## src/cf_host_port_defs.svh

```systemverilog
/*
 * Constants of the card-side host port: clock rate, burst timing and pin levels.
 * Assumes it is included by its bare name by the package and the design modules.
 */
`ifndef CF_HOST_PORT_DEFS_SVH
`define CF_HOST_PORT_DEFS_SVH

// ************************************************************
// clock
// ************************************************************
`define SYS_CLK_MHZ          200

// ************************************************************
// read burst timing, in ns as budgeted for the data-in strobe
// ************************************************************
`define RD_SETUP_NS          20
`define RD_HOLD_NS           15
// least times round up to whole cycles
`define RD_SETUP_CYC         ((`RD_SETUP_NS * `SYS_CLK_MHZ + 999) / 1000)
`define RD_HOLD_CYC          ((`RD_HOLD_NS * `SYS_CLK_MHZ + 999) / 1000)
`define TMR_W                8

// ************************************************************
// pin levels and widths
// ************************************************************
`define DATA_W               16
`define PIN_LOW              1'h0
`define PIN_HIGH             1'h1
`define SYNC_STAGES          2

`endif

```

## src/cf_host_port_pkg.sv

```systemverilog
/*
 * Types shared by the card-side host port modules.
 * Assumes cf_host_port_defs.svh is on the include path.
 */
`include "cf_host_port_defs.svh"

package cf_host_port_pkg;

   // ************************************************************
   // operating personality of the card
   // ************************************************************
   typedef enum logic [1:0] {
      MODE_MEM = 2'b00,
      MODE_IO  = 2'b01,
      MODE_ATA = 2'b10
   } mode_e;

   // one data word with its valid flag
   typedef struct packed {
      logic                 valid;
      logic [`DATA_W-1:0]   data;
   } word_s;

   // core status that steers the flow-control and status pins
   typedef struct packed {
      logic init_done;
      logic access_stall;
      logic port16;
      logic word_xfer;
   } core_status_s;

   // ultra dma burst control from the core
   typedef struct packed {
      logic wr_active;
      logic rd_active;
      logic wr_can_accept;
   } udma_ctrl_s;

endpackage : cf_host_port_pkg

```

## src/cf_host_port.sv

```systemverilog
/*
 * Card-side flow-control, strobe and status logic of the parallel host port:
 * cycle-stretch wait / IORDY, ultra dma write-ready and read strobe, write strobe
 * decode per personality, and the write-protect / 16-bit indication pin.
 * Assumes the core runs on clk_sys_in and host pins are asynchronous to it.
 */
`timescale 1ns/1ps
`include "cf_host_port_defs.svh"

module cf_host_port
   import cf_host_port_pkg::*;
(
   // clock and reset
   input  wire logic               clk_sys_in,
   input  wire logic               rstn_in,
   // core side: personality and status
   input  wire mode_e              mode_in,
   input  wire core_status_s       status_in,
   input  wire udma_ctrl_s         udma_in,
   // core side: read burst words
   input  wire word_s              rd_word_in,
   output logic                    rd_taken_out,
   // core side: write burst words and register strobes
   output word_s                   wr_word_out,
   output logic                    cfg_wr_out,
   output logic                    task_wr_out,
   // host pins: inputs
   input  wire logic               we_n_in,
   input  wire logic               dmack_n_in,
   input  wire logic               hstrobe_in,
   input  wire logic               hdmardy_n_in,
   input  wire logic [`DATA_W-1:0] data_in,
   // host pins: data bus drive
   output logic [`DATA_W-1:0]      data_out,
   output logic                    data_oe_out,
   // host pins: flow-control pin (wait / IORDY / write-ready / read strobe)
   output logic                    flow_out,
   output logic                    flow_oe_out,
   // host pins: status pin (write protect / 16-bit port / word transfer)
   output logic                    stat_out,
   output logic                    stat_oe_out
);

   // ************************************************************
   // pin synchronisers
   // ************************************************************
   typedef enum logic [1:0] {
      RD_IDLE  = 2'b00,
      RD_SETUP = 2'b01,
      RD_HOLD  = 2'b10
   } rd_state_e;

   logic                 we_n_s;
   logic                 dmack_n_s;
   logic                 hstrobe_s;
   logic                 hdmardy_n_s;
   logic [`DATA_W-1:0]   data_s;
   logic                 we_n_d_ff;
   logic                 hstrobe_d_ff;
   logic                 we_fall;
   logic                 hstrobe_edge;
   rd_state_e            rd_state_ff;
   rd_state_e            nxt_rd_state;
   logic                 rd_take;
   logic                 tmr_start;
   logic [`TMR_W-1:0]    tmr_load;
   logic                 tmr_done;
   logic                 dstrobe_ff;
   logic                 nxt_flow;
   logic                 nxt_stat;
   logic                 udma_any;

   // strobe-type pins idle high, so reset the sync stages high
   sync_pin #(
      .WIDTH   (4),
      .RST_VAL (4'hF)
   ) u_sync_ctl (
      .clk_sys_in (clk_sys_in),
      .rstn_in    (rstn_in),
      .pin_in     ({we_n_in, dmack_n_in, hstrobe_in, hdmardy_n_in}),
      .sync_out   ({we_n_s, dmack_n_s, hstrobe_s, hdmardy_n_s})
   );

   // data passes the same two stages so it lines up with the host strobe
   sync_pin #(
      .WIDTH   (`DATA_W),
      .RST_VAL ('0)
   ) u_sync_data (
      .clk_sys_in (clk_sys_in),
      .rstn_in    (rstn_in),
      .pin_in     (data_in),
      .sync_out   (data_s)
   );

   // ************************************************************
   // edge detection on synchronised pins
   // ************************************************************
   // delayed copies for edge detection
   always_ff @(posedge clk_sys_in or negedge rstn_in) begin
      if (!rstn_in) begin
         we_n_d_ff    <= `PIN_HIGH;
         hstrobe_d_ff <= `PIN_HIGH;
      end else begin
         we_n_d_ff    <= we_n_s;
         hstrobe_d_ff <= hstrobe_s;
      end
   end

   assign we_fall      = we_n_d_ff & ~we_n_s;
   // either edge of the host strobe carries a word during a write burst
   assign hstrobe_edge = hstrobe_d_ff ^ hstrobe_s;
   assign udma_any     = udma_in.wr_active | udma_in.rd_active;

   // ************************************************************
   // write strobe decode per personality
   // ************************************************************
   // the core tells task from config writes only by mode; the address decode is its job
   always_ff @(posedge clk_sys_in or negedge rstn_in) begin
      if (!rstn_in) begin
         cfg_wr_out  <= `PIN_LOW;
         task_wr_out <= `PIN_LOW;
      end else begin
         case (mode_in)
            MODE_MEM: begin
               cfg_wr_out  <= we_fall & ~udma_any;
               task_wr_out <= we_fall & ~udma_any;
            end
            MODE_IO: begin
               cfg_wr_out  <= we_fall & ~udma_any;
               task_wr_out <= `PIN_LOW;
            end
            default: begin
               cfg_wr_out  <= `PIN_LOW;
               task_wr_out <= `PIN_LOW;
            end
         endcase
      end
   end

   // ************************************************************
   // ultra dma write burst capture
   // ************************************************************
   // words already in flight when write-ready drops are still kept, so the core
   // must lower wr_can_accept with a few words of room left
   always_ff @(posedge clk_sys_in or negedge rstn_in) begin
      if (!rstn_in) begin
         wr_word_out <= '0;
      end else begin
         wr_word_out.valid <= udma_in.wr_active & ~dmack_n_s & hstrobe_edge;
         if (udma_in.wr_active && hstrobe_edge) begin
            wr_word_out.data <= data_s;
         end
      end
   end

   // ************************************************************
   // ultra dma read burst sequencer
   // ************************************************************
   // the hold phase keeps each word on the bus past its strobe edge, so the
   // next take cannot overwrite data that the host is still latching
   // a word is taken only while the host acknowledges and is not pausing
   assign rd_take = (rd_state_ff == RD_IDLE) & udma_in.rd_active & ~dmack_n_s
                  & ~hdmardy_n_s & rd_word_in.valid;

   // next state and timer loads
   always_comb begin
      nxt_rd_state = rd_state_ff;
      tmr_start    = 1'h0;
      tmr_load     = '0;
      case (rd_state_ff)
         RD_IDLE: begin
            if (rd_take) begin
               nxt_rd_state = RD_SETUP;
               tmr_start    = 1'h1;
               tmr_load     = `TMR_W'(`RD_SETUP_CYC);
            end
         end
         RD_SETUP: begin
            if (!udma_in.rd_active) begin
               nxt_rd_state = RD_IDLE;
            end else if (tmr_done) begin
               nxt_rd_state = RD_HOLD;
               tmr_start    = 1'h1;
               tmr_load     = `TMR_W'(`RD_HOLD_CYC);
            end
         end
         RD_HOLD: begin
            if (tmr_done || !udma_in.rd_active) begin
               nxt_rd_state = RD_IDLE;
            end
         end
         default: begin
            nxt_rd_state = RD_IDLE;
         end
      endcase
   end

   phase_timer u_rd_timer (
      .clk_sys_in (clk_sys_in),
      .rstn_in    (rstn_in),
      .start_in   (tmr_start),
      .load_in    (tmr_load),
      .done_out   (tmr_done)
   );

   // sequencer state
   always_ff @(posedge clk_sys_in or negedge rstn_in) begin
      if (!rstn_in) begin
         rd_state_ff <= RD_IDLE;
      end else begin
         rd_state_ff <= nxt_rd_state;
      end
   end

   // data bus: driven for the whole read burst; each word is loaded on its take
   always_ff @(posedge clk_sys_in or negedge rstn_in) begin
      if (!rstn_in) begin
         data_out     <= '0;
         data_oe_out  <= `PIN_LOW;
         rd_taken_out <= `PIN_LOW;
      end else begin
         rd_taken_out <= rd_take;
         data_oe_out  <= udma_in.rd_active;
         if (rd_take) begin
            data_out <= rd_word_in.data;
         end
      end
   end

   // strobe toggles once per word after setup; with no word it holds its level
   always_ff @(posedge clk_sys_in or negedge rstn_in) begin
      if (!rstn_in) begin
         dstrobe_ff <= `PIN_HIGH;
      end else if (!udma_in.rd_active) begin
         dstrobe_ff <= `PIN_HIGH;  // bursts start from a high strobe
      end else if (rd_state_ff == RD_SETUP && tmr_done) begin
         dstrobe_ff <= ~dstrobe_ff;
      end
   end

   // ************************************************************
   // flow-control pin
   // ************************************************************
   // one pin, four meanings; write bursts take priority over read bursts
   always_comb begin
      if (udma_in.wr_active) begin
         nxt_flow = ~udma_in.wr_can_accept;
      end else if (udma_in.rd_active) begin
         nxt_flow = dstrobe_ff;
      end else if (mode_in == MODE_ATA) begin
         nxt_flow = ~status_in.access_stall;
      end else begin
         nxt_flow = ~status_in.access_stall;
      end
   end

   // ************************************************************
   // status pin
   // ************************************************************
   // before initialisation is done the write-protect level stays high
   always_comb begin
      case (mode_in)
         MODE_MEM: nxt_stat = ~status_in.init_done;
         MODE_IO:  nxt_stat = ~status_in.port16;
         MODE_ATA: nxt_stat = ~status_in.word_xfer;
         default:  nxt_stat = `PIN_HIGH;
      endcase
   end

   // registered pin drivers; both pins are driven by the card whenever out of reset
   always_ff @(posedge clk_sys_in or negedge rstn_in) begin
      if (!rstn_in) begin
         flow_out    <= `PIN_HIGH;
         flow_oe_out <= `PIN_LOW;
         stat_out    <= `PIN_HIGH;
         stat_oe_out <= `PIN_LOW;
      end else begin
         flow_out    <= nxt_flow;
         flow_oe_out <= `PIN_HIGH;
         stat_out    <= nxt_stat;
         stat_oe_out <= `PIN_HIGH;
      end
   end

endmodule : cf_host_port

```

## src/phase_timer.sv

```systemverilog
/*
 * Down counter that times one phase of a read burst.
 * Assumes start is a one-cycle pulse; done is high while the count is zero.
 */
`timescale 1ns/1ps
`include "cf_host_port_defs.svh"

module phase_timer (
   // clock and reset
   input  wire logic              clk_sys_in,
   input  wire logic              rstn_in,
   // control
   input  wire logic              start_in,
   input  wire logic [`TMR_W-1:0] load_in,
   output logic                   done_out
);

   logic [`TMR_W-1:0] cnt_ff;

   // count down to zero after each start
   always_ff @(posedge clk_sys_in or negedge rstn_in) begin
      if (!rstn_in) begin
         cnt_ff <= '0;
      end else if (start_in) begin
         cnt_ff <= load_in;
      end else if (cnt_ff != '0) begin
         cnt_ff <= cnt_ff - `TMR_W'(1);
      end
   end

   assign done_out = (cnt_ff == '0);

endmodule : phase_timer

```

## src/sync_pin.sv

```systemverilog
/*
 * Two-stage synchroniser for a group of pins coming from the host.
 * Assumes inputs are asynchronous to clk_sys_in; the first stage feeds only the second.
 */
`timescale 1ns/1ps
`include "cf_host_port_defs.svh"

module sync_pin #(
   parameter int         WIDTH     = 1,
   parameter logic [WIDTH-1:0] RST_VAL = '0
) (
   // clock and reset
   input  wire logic             clk_sys_in,
   input  wire logic             rstn_in,
   // pin group
   input  wire logic [WIDTH-1:0] pin_in,
   output logic      [WIDTH-1:0] sync_out
);

   logic [WIDTH-1:0] meta_ff;

   // first stage is read only by the second
   always_ff @(posedge clk_sys_in or negedge rstn_in) begin
      if (!rstn_in) begin
         meta_ff  <= RST_VAL;
         sync_out <= RST_VAL;
      end else begin
         meta_ff  <= pin_in;
         sync_out <= meta_ff;
      end
   end

endmodule : sync_pin
```

## config.mk

```make
export PLATFORM = sky130hd
export DESIGN_NAME = cf_host_port
export DESIGN_NICKNAME = d
export VERILOG_FILES = /design/src/cf_host_port_pkg.sv /design/src/cf_host_port.sv /design/src/phase_timer.sv /design/src/sync_pin.sv
export VERILOG_INCLUDE_DIRS = /design/src
export SDC_FILE = /design/constraint.sdc
export NUM_CORES = 1
export LEC_CHECK = 0
export BUFFER_PORTS_ARGS = -buffer_cell sky130_fd_sc_hd__buf_2
export CAP_MARGIN = 5
export CORE_UTILIZATION = 42
export CTS_CLUSTER_SIZE = 10
export DETAILED_ROUTE_END_ITERATION = 8
export MAX_ROUTING_LAYER = met4
export PLACE_DENSITY = 0.71
export SLEW_MARGIN = 20
export SYNTH_ARGS = -nofsm -noshare
export SYNTH_HDL_FRONTEND = slang
export SYNTH_SLANG_ARGS = --single-unit
```

## constraint.sdc

```tcl
create_clock -name clk_sys_in -period 1.9 [get_ports clk_sys_in]
set_clock_uncertainty 0.05 [all_clocks]
set_input_delay 0.475 -clock clk_sys_in [delete_from_list [all_inputs] [get_ports clk_sys_in]]
set_output_delay 0.475 -clock clk_sys_in [all_outputs]
set_load 0.01 [all_outputs]
```

======== Word level (Yosys, flattened, before mapping) ========
Cells that the tools add are included.
storage, ports and cells
  bits in registers ....................... 93
  output and inout bits ................... 41
  logic and storage cells ................. 81
cells by class
  add/sub/neg operators ................... 1
  equal/unequal tests ..................... 8
  multiplexer cells ....................... 22
  bitwise gates (word level) .............. 20
  reduce and logical (&&, ||, !) cells .... 11
operator list
  operator             number
  $mux 8               2
  $mux 2               6
  $not 1->1            10
  $mux 1               9
  $and 1x1->1          8
  $logic_not 8->1      1
  $reduce_bool 8->1    1
  $sub 8x1->8 const B  1
  $pmux 2 s3           1
  $pmux 3 s2           1
  $eq 2x1->1 const B   2
  $eq 2x2->1 const B   2
  $logic_not 2->1      2
  $ne 2x2->1 const B   2
  $mux 3               1
  $ne 3x3->1 const B   1
  $pmux 1 s3           1
  $reduce_and 3->1     1
  $logic_and 1x1->1    2
  $ne 2x1->1 const B   1
  $pmux 1 s2           1
  $reduce_bool 2->1    1
  $reduce_or 2->1      1
  $logic_not 1->1      1
  3 further kinds      3

======== Logic depth before layout (Yosys ltp) ========
Gate-level depths: netlist of run 1.
  depth after elaboration ................. 8
  gate-level depth with buffers ........... 6
  depth with buffers taken out ............ 5

======== By module ========
A second synthesis of run 1 with hierarchy kept.
second synthesis, totals
  cells, all modules ...................... 207
  area, all modules ....................... 3,254.4 sq um
by module, submodules not included
  module                  instances  cells each  area an instance (sq um)  seq. area each (sq um)
  cf_host_port            1          113         1,766.7                   1,132.3
  sync_pin (u_sync_data)  1          32          800.8                     800.8
  phase_timer             1          54          476.7                     200.2
  sync_pin (u_sync_ctl)   1          8           210.2                     210.2

======== Worst setup path before layout of run 1 ========
OpenSTA, ideal clock, no wires.
  path type ............................... reg-to-reg
  start point ............................. reg u_rd_timer.cnt_ff[0]
  end point ............................... reg u_rd_timer.cnt_ff[1]
  setup time .............................. 0.120 ns
  data arrival time ....................... 1.777 ns
  required time ........................... 1.730 ns
  slack ................................... -0.047 ns
  stages on the path, launching flop included .. 7
  cell sequence ........................... dfrtp_1 -> inv_1 -> ha_1 -> or3b_1 -> buf_2 -> or4_1 -> a31o_2
between the ends
  longest elaborated chain between the ends .. 5
ends and longest elaborated chain
  what                                                 line               source
  start: declaration                                   phase_timer.sv:18  logic [`TMR_W-1:0] cnt_ff;
  start signal: assignment                             phase_timer.sv:25  cnt_ff <= load_in;
  start signal: assignment                             phase_timer.sv:27  cnt_ff <= cnt_ff - `TMR_W'(1);
  branches (longest 5 deep; another with $sub 8x1->8)  --
Parallel ways; which one is timed is not known. The select of a mux whose other input is x is not followed.
A chain may end at the register's enable or synchronous reset.

======== Worst setup path in the final report of run 1 ========
  start point ............................. reg u_rd_timer.cnt_ff[4]
  end point ............................... reg dstrobe_ff
between the ends
  longest elaborated chain between the ends .. 3
ends and longest elaborated chain
  what                         line                 source
  $logic_not 8->1              phase_timer.sv:31    assign done_out = (cnt_ff == '0);
  $logic_and 1x1->1            cf_host_port.sv:236  end else if (rd_state_ff == RD_SETUP && tmr_done) begin
  $ne 2x1->1 (no source line)  --
  end signal: assignment       cf_host_port.sv:233  dstrobe_ff <= `PIN_HIGH;
  end signal: assignment       cf_host_port.sv:235  dstrobe_ff <= `PIN_HIGH;
  end signal: assignment       cf_host_port.sv:237  dstrobe_ff <= ~dstrobe_ff;
  end: declaration             cf_host_port.sv:68   logic dstrobe_ff;
Every way passes these cells.

==> results of run 1 <==
-- layer usage --
metal  vias up  part of all wire [%]  track usage, %
met5         -                     0               -
li1        912                     -               -
met3        12                   5.3            4.80
met4         0                   1.6            6.06
met1       981                    44            19.4
met2        61                    49            24.7
-- cell type report --
class	instances	share of cell area [%]
flip-flops and latches	93	56.9
clock inverters	6	1.06
multi-input cells	93	20.2
clock buffers	10	3.34
inverters	5	0.456
repair buffers	105	14.9
well taps	99	3.01
-- power by group through the flow --
stage / logic [W] / registers, W / clock network [W]
2_1_floorplan: 0.000622 / 0.00254 / 0
3_3_place_gp: 0.00113 / 0.00246 / 0
3_5_place_dp: 0.00118 / 0.00247 / 0
6_report: 0.00124 / 0.00243 / 0.00121
4_1_cts: 0.00121 / 0.00243 / 0.00124
5_1_grt: 0.00136 / 0.00247 / 0.00132
-- flip-flops by register name, indices dropped and copies added, names as in the netlist --
register / count
wr_word_out: 17
data_out: 16
u_sync_data.meta_ff: 16
u_sync_data.sync_out: 16
u_rd_timer.cnt_ff: 8
u_sync_ctl.meta_ff: 4
u_sync_ctl.sync_out: 4
rd_state_ff: 2
cfg_wr_out: 1
data_oe_out: 1
dstrobe_ff: 1
flow_out: 1
hstrobe_d_ff: 1
rd_taken_out: 1
stat_oe_out: 1
stat_out: 1
task_wr_out: 1
we_n_d_ff: 1
-- what timing repair did --
action | 4_1_cts | 5_1_grt
pin swaps | 0 | 1
resized for setup | 0 | 4
endpoints found under the hold margin | 23 | 0
setup buffers | 2 | 1
setup endpoints to repair | 2 | 8
hold buffers | 1 | 0
-- cells in the mapped netlist (all sizes together) (3+ instances only) --
cell type	n	area, um2
dfrtp	80	2000
mux2	33	375
dfstp	13	342
a211oi	6	45.0
nand2b	6	37.5
o21ai	6	30.0
inv	5	18.8
buf	4	22.5
nor2	4	15.0
clkbuf	3	11.3
nand2	3	11.3
nor4	3	33.8
or4	3	26.3
-- path summary, 6_finish.rpt --
kind,start,end,slack [ps],cells past startpoint
setup reg to reg,u_rd_timer.cnt_ff[4]$_DFFE_PN0P_,dstrobe_ff$_DFFE_PN1P_,30,3
setup / recovery,u_rd_timer.cnt_ff[4]$_DFFE_PN0P_,dstrobe_ff$_DFFE_PN1P_,30,3
hold reg to reg,u_sync_data.meta_ff[12]$_DFF_PN0_,u_sync_data.sync_out[12]$_DFF_PN0_,300,0
hold / removal,we_n_in,u_sync_ctl.meta_ff[3]$_DFF_PN1_,160,1
min in group asynchronous,rstn_in,wr_word_out[3]$_DFFE_PN0P_,530,2
max in group asynchronous,rstn_in,hstrobe_d_ff$_DFF_PN1_,690,3
-- metrics by stage --
stage          hold slack [ps]  std cells  setup slack (ps)  total power (W)  cell area (um2)
4_1_cts                    153        410              2.07          0.00489             4090
3_5_place_dp               285        391            -0.693          0.00364             3880
3_3_place_gp               282        391              30.1          0.00359             3880
2_1_floorplan              129        198              12.0          0.00316             3220
6_report                   164        411              33.9          0.00488             4120
5_1_grt                    144        411             -25.4          0.00515             4120
-- cells by family after synthesis --
logic type                 count (synthesis)  share of synthesized area [%]
AOI/OAI and AO/OA                         22                           4.62
xor gates and xnor gates                   1                          0.274
adders and majority gates                  2                          0.782
buffers and inverters                     12                           1.64
DFF                                       93                           73.2
muxes                                     34                           12.0
other                                      1                          0.117
and+or+nand+nor                           33                           7.27
==> impl_metrics.env, run 1 <==
export IMPL_slew_violations=0
export IMPL_grt_start_max_net_pins=30
export IMPL_drt_pass1_iter_count=4
export IMPL_layout_common_cells="87 x buf_2, 80 x dfrtp_1, 32 x mux2_2, 13 x dfstp_2, 13 x buf_4"
export IMPL_n_fill_cell=618
export IMPL_ys_warn_count=0
export IMPL_cp_slowest_stage_delay_ps=550
export IMPL_pwr_share_clk_pct=24.7
export IMPL_dpl_hpwl_mm=3.93
export IMPL_synth_edff_count=0
export IMPL_grt_pass1_vias=1902
export IMPL_fin_util_pct=56.4
export IMPL_drcViolationCount=0
export IMPL_slowest_stage="or4_4"
export IMPL_power_per_cell_area_mw_per_mm2=1190
export IMPL_clk_pin_slew_ps=90
export IMPL_synth_cell_types=39
export IMPL_fp_dieW_um=89.3
export IMPL_antenna_left=0
export IMPL_area_delta_synth_final_pct=28.6
export IMPL_layout_area_seq_mm2=0.00234
export IMPL_viasPerCell=4.78
export IMPL_async_reset_ff_share_pct=100
export IMPL_ios=89
export IMPL_drv_cap=0
export IMPL_grt_overflow_total=0
export IMPL_crit_fanout=14
export IMPL_cp_start_kind="flop"
export IMPL_num_rows=31
export IMPL_worst_path_buf_inv=0
export IMPL_antenna_found_initial=0
export IMPL_netlist_area_mm2=0.00320
export IMPL_cts_max_level=3
export IMPL_coreArea_mm2=0.00729
export IMPL_synth_seq_cells=93
export IMPL_place_congestion=0.831
export IMPL_wl_mm=5.59
export IMPL_clockBufferDepth=2
export IMPL_synthFlopType="dfrtp_1"
export IMPL_power_internal_w=0.00344
export IMPL_clkLatencyLatePin_ps=360
export IMPL_min_period_ps=1870
export IMPL_die_h_um=89.3
export IMPL_synthCells=198
export IMPL_grt_total_usage_pct=15.8
export IMPL_setup_violations=0
export IMPL_cts_sinks=93
export IMPL_vdd_drop_max_uv=589
export IMPL_critPathCaptureType="flop"
export IMPL_p_leak_nw=1.93
export IMPL_ys_seq_area_share_pct=73.2
export IMPL_drt_initial_drc_count=85
export IMPL_cts_root_buf="clkbuf_8"
export IMPL_cts_tree="built"
export IMPL_start_util_pct=43.9
export IMPL_final_layout_size_suffix_gt1_share_pct=57.1
export IMPL_p_comb_share_pct=25.4
export IMPL_fin_crit_sh_pct=98.2
export IMPL_multi_input_comb_area_um2=833
export IMPL_vias=1966
export IMPL_status="completed"
export IMPL_swShare_pct=29.6
export IMPL_detail_route_wl_per_cell_um=13.6
export IMPL_worstPathRequired_ps=2130
export IMPL_syn_nets=248
export IMPL_cts_made_buffers=9
export IMPL_die_area_mm2=0.00797
export IMPL_rsz0062_at_grt="true"
export IMPL_p_sw_w=0.00144
export IMPL_hold_path_class="input port to flop"
export IMPL_path_cells="or3_4, or4_4, mux2_4"
export IMPL_antennaDiodeCount=0
export IMPL_finalSetupTns_ps=0
export IMPL_hold_violations=0
export IMPL_final_nets=357
export IMPL_pwr_share_seq_pct=49.9
export IMPL_port_buffers=88
export IMPL_critical_path_top_delay_family="simple AND/OR/NAND/NOR gates"
export IMPL_fmaxAchievable_mhz=536
export IMPL_avgSynthCellArea_um2=16.2
export IMPL_cp_arrival_ps=2100
export IMPL_layout_commonest_cell="buf_2"
export IMPL_crit_type="flop to flop"
export IMPL_grt_pass1_wl_mm=8.84
Note: power is estimated with default switching activity, not from simulation.
==> run 2, diff against run 1 <==
--- a/config.mk
+++ b/config.mk
@@ -6,6 +6,7 @@
 export SDC_FILE = /design/constraint.sdc
 export NUM_CORES = 1
 export LEC_CHECK = 0
+export ABC_AREA = 1
 export BUFFER_PORTS_ARGS = -buffer_cell sky130_fd_sc_hd__buf_2
 export CAP_MARGIN = 5
 export CORE_UTILIZATION = 42
==> run 2 against run 1 <==
Fmax rose by 20%. Synthesized cell count rose by 46%. Sequential power barely moved. Highest routed layer unchanged.
==> impl_metrics.env, run 2 <==
export IMPL_status="completed"
export IMPL_grt_total_usage_pct=15.4
export IMPL_clockBufferDepth=2
export IMPL_power_per_cell_area_mw_per_mm2=1150
export IMPL_grt_start_max_net_pins=36
export IMPL_crit_path_start="rd_state_ff[0]$_DFFE_PN0P_"
export IMPL_worstPathRequired_ps=2090
export IMPL_yosys_area_top_type="dfrtp_1"
export IMPL_swShare_pct=29.4
export IMPL_clk_pin_slew_ps=90
export IMPL_synthCells=290
export IMPL_final_nets=436
export IMPL_cts_made_buffers=9
export IMPL_avgSynthCellArea_um2=11.4
export IMPL_cp_start_kind="flop"
export IMPL_placed_cell_area_mm2=0.00385
export IMPL_largest_reg_flops=17
export IMPL_synth_seq_cells=93
export IMPL_regMostFlops="wr_word_out"
export IMPL_yosys_area_top_type_share_pct=60.8
export IMPL_critPathCaptureType="flop"
export IMPL_netlist_top_cells_count="85 x nand2_1, 80 x dfrtp_1, 27 x inv_1"
export IMPL_crit_type="flop to flop"
export IMPL_r2r_start="rd_state_ff[0]$_DFFE_PN0P_"
export IMPL_fin_crit_sh_pct=82.1
export IMPL_rsz0062_at_grt="false"
export IMPL_slowest_stage="dfrtp_1"
export IMPL_synth_cell_types=28
export IMPL_vdd_drop_max_uv=547
export IMPL_grt_overflow_total=0
export IMPL_synth_edff_count=0
export IMPL_num_rows=31
export IMPL_stdcell_area_mm2=0.00406
export IMPL_cts_max_level=3
export IMPL_hold_violations=0
export IMPL_grt_pass1_wl_mm=9.61
export IMPL_ys_warn_count=0
export IMPL_ios=89
export IMPL_pwr_share_clk_pct=28.1
export IMPL_area_delta_synth_final_pct=23.3
export IMPL_antenna_found_initial=0
export IMPL_path_cells="inv_2, nand2_1, nor2_1, nand2_2, inv_2, o21ai_1, nand2_1, nand2_1"
export IMPL_finalSetupTns_ps=0
export IMPL_setup_violations=0
export IMPL_drt_initial_drc_count=134
export IMPL_cts_tree="built"
export IMPL_synth_most_common_cell="nand2_1"
export IMPL_min_period_ps=1560
export IMPL_netlist_area_mm2=0.00329
export IMPL_cts_resized_gates=0
export IMPL_p_leak_nw=2.18
export IMPL_synth_area_leaders="dfrtp_1 61%, dfstp_2 10%, nand2_1 9.7%, inv_1 3.1%, o21ai_0 2.4%"
export IMPL_vias=2166
export IMPL_p_comb_share_pct=19.6
export IMPL_final_layout_size_suffix_gt1_share_pct=35.0
export IMPL_ctsHoldBuffers=0
export IMPL_fp_dieW_um=90.5
export IMPL_drt_pass1_iter_count=4
export IMPL_drv_cap=0
export IMPL_cpMostUsedCell="nand2_1"
export IMPL_port_buffers=88
export IMPL_start_util_pct=44.4
export IMPL_clkLatencyLatePin_ps=340
export IMPL_hold_path_class="input port to async pin"
export IMPL_syn_nets=340
export IMPL_die_h_um=90.5
export IMPL_drcViolationCount=0
export IMPL_power_internal_w=0.00329
export IMPL_coreArea_mm2=0.00741
export IMPL_viasPerCell=4.42
export IMPL_pwr_share_seq_pct=52.3
export IMPL_cts_sinks=93
export IMPL_post_cts_buffers=0
export IMPL_ys_seq_area_share_pct=71.2
export IMPL_layout_common_cells="87 x buf_2, 85 x nand2_1, 80 x dfrtp_1, 27 x inv_1, 16 x o21ai_0"
export IMPL_cts_root_buf="clkbuf_8"
export IMPL_dpl_hpwl_mm=4.05
export IMPL_wl_mm=5.62
export IMPL_slew_headroom_pct=54.7
export IMPL_async_reset_ff_share_pct=100
export IMPL_cp_slowest_stage_delay_ps=400
export IMPL_place_congestion=0.831
export IMPL_die_area_mm2=0.00820
export IMPL_grt_pass1_vias=2134
export IMPL_cp_arrival_ps=1750
export IMPL_layout_commonest_cell="buf_2"
export IMPL_worstMarginPinSlew_ps=677
export IMPL_antenna_left=0
export IMPL_antennaDiodeCount=0
export IMPL_crit_fanout=20
export IMPL_p_sw_w=0.00137
export IMPL_synthFlopType="dfrtp_1"
export IMPL_detail_route_wl_per_cell_um=11.5
export IMPL_slew_violations=0
export IMPL_fmaxAchievable_mhz=641
## run 2: changes by cell type after synthesis, moves of 4 or more
cell / delta
nand2b_1: -6
nand2_1: +82
nor3_1: +5
o21ai_0: +10
mux2_2: -32
a211oi_1: -6
o21ai_1: +8
nand4_1: +4
inv_1: +22
nor2_1: +9
## run 2: final cells by class
type | count | area, um2
inverter | 31 | 118
sequential | 93 | 2340
timing repair buffer | 93 | 493
multi-input combinational | 158 | 781
clock inverter | 4 | 55.1
fill | 651 | 3350
clock buffer | 12 | 145
tap | 99 | 124
## run 2: worst max-delay path: cells and delay by family (launching register included)
family	cells	cell delay [ps]
buf+inv	2	390
compound gates	1	110
flops	1	400
simple gates	5	520
## run 2: path summary, 6_finish.rpt
check	slack, ps	end	cells past startpoint
worst max-delay path	340	u_rd_timer.cnt_ff[0]$_DFFE_PN0P_	8
worst min-delay path	30	u_sync_data.meta_ff[9]$_DFF_PN0_	1
worst max register to register	340	u_rd_timer.cnt_ff[0]$_DFFE_PN0P_	8
worst min register to register	300	u_sync_data.sync_out[13]$_DFF_PN0_	0
max in group asynchronous	1180	we_n_d_ff$_DFF_PN1_	2
min in group clk_sys_in	180	u_sync_ctl.meta_ff[1]$_DFF_PN1_	1
## run 2: kinds of logic after synthesis
logic type               after synthesis  share of synthesized area, %
XOR/XNOR                               3                         0.798
adder cells (fa/ha/maj)                2                         0.760
AO/OA/AOI/OAI                         31                          5.06
other                                  1                         0.114
buffers and inverters                 39                          5.44
AND/OR/NAND/NOR                      121                          16.6
flip-flops                            93                          71.2
## run 2: power by group through the flow
stage | clock network [W] | registers, W | logic [W]
4_1_cts | 0.00135 | 0.00244 | 0.000925
5_1_grt | 0.00144 | 0.00247 | 0.00104
3_3_place_gp | 0 | 0.00246 | 0.000885
6_report | 0.00131 | 0.00244 | 0.000913
3_5_place_dp | 0 | 0.00247 | 0.000917
2_1_floorplan | 0 | 0.00251 | 0.000528
## run 2: per-layer routing
layer / track usage, % / up-vias / part of all wire, %
met1: 19.8 / 1002 / 46
met2: 23.8 / 61 / 48
li1: - / 1091 / -
met4: 7.39 / 0 / 2.3
met5: - / - / 0
met3: 2.86 / 12 / 4.0
## run 2: metrics by stage
| stage | hold WS (ps) | util [%] | std cells | setup WS [ps] | total power [W] |
|---|---|---|---|---|---|
| 4_1_cts | 32.0 | 54.7 | 490 | 204 | 0.00471 |
| 2_1_floorplan | 129 | - | 290 | 590 | 0.00304 |
| 5_1_grt | 37.5 | 54.8 | 490 | 167 | 0.00495 |
| 3_3_place_gp | 282 | 52.0 | 474 | 282 | 0.00335 |
| 6_report | 26.5 | 54.8 | 490 | 341 | 0.00466 |
| 3_5_place_dp | 285 | 52.0 | 474 | 226 | 0.00339 |
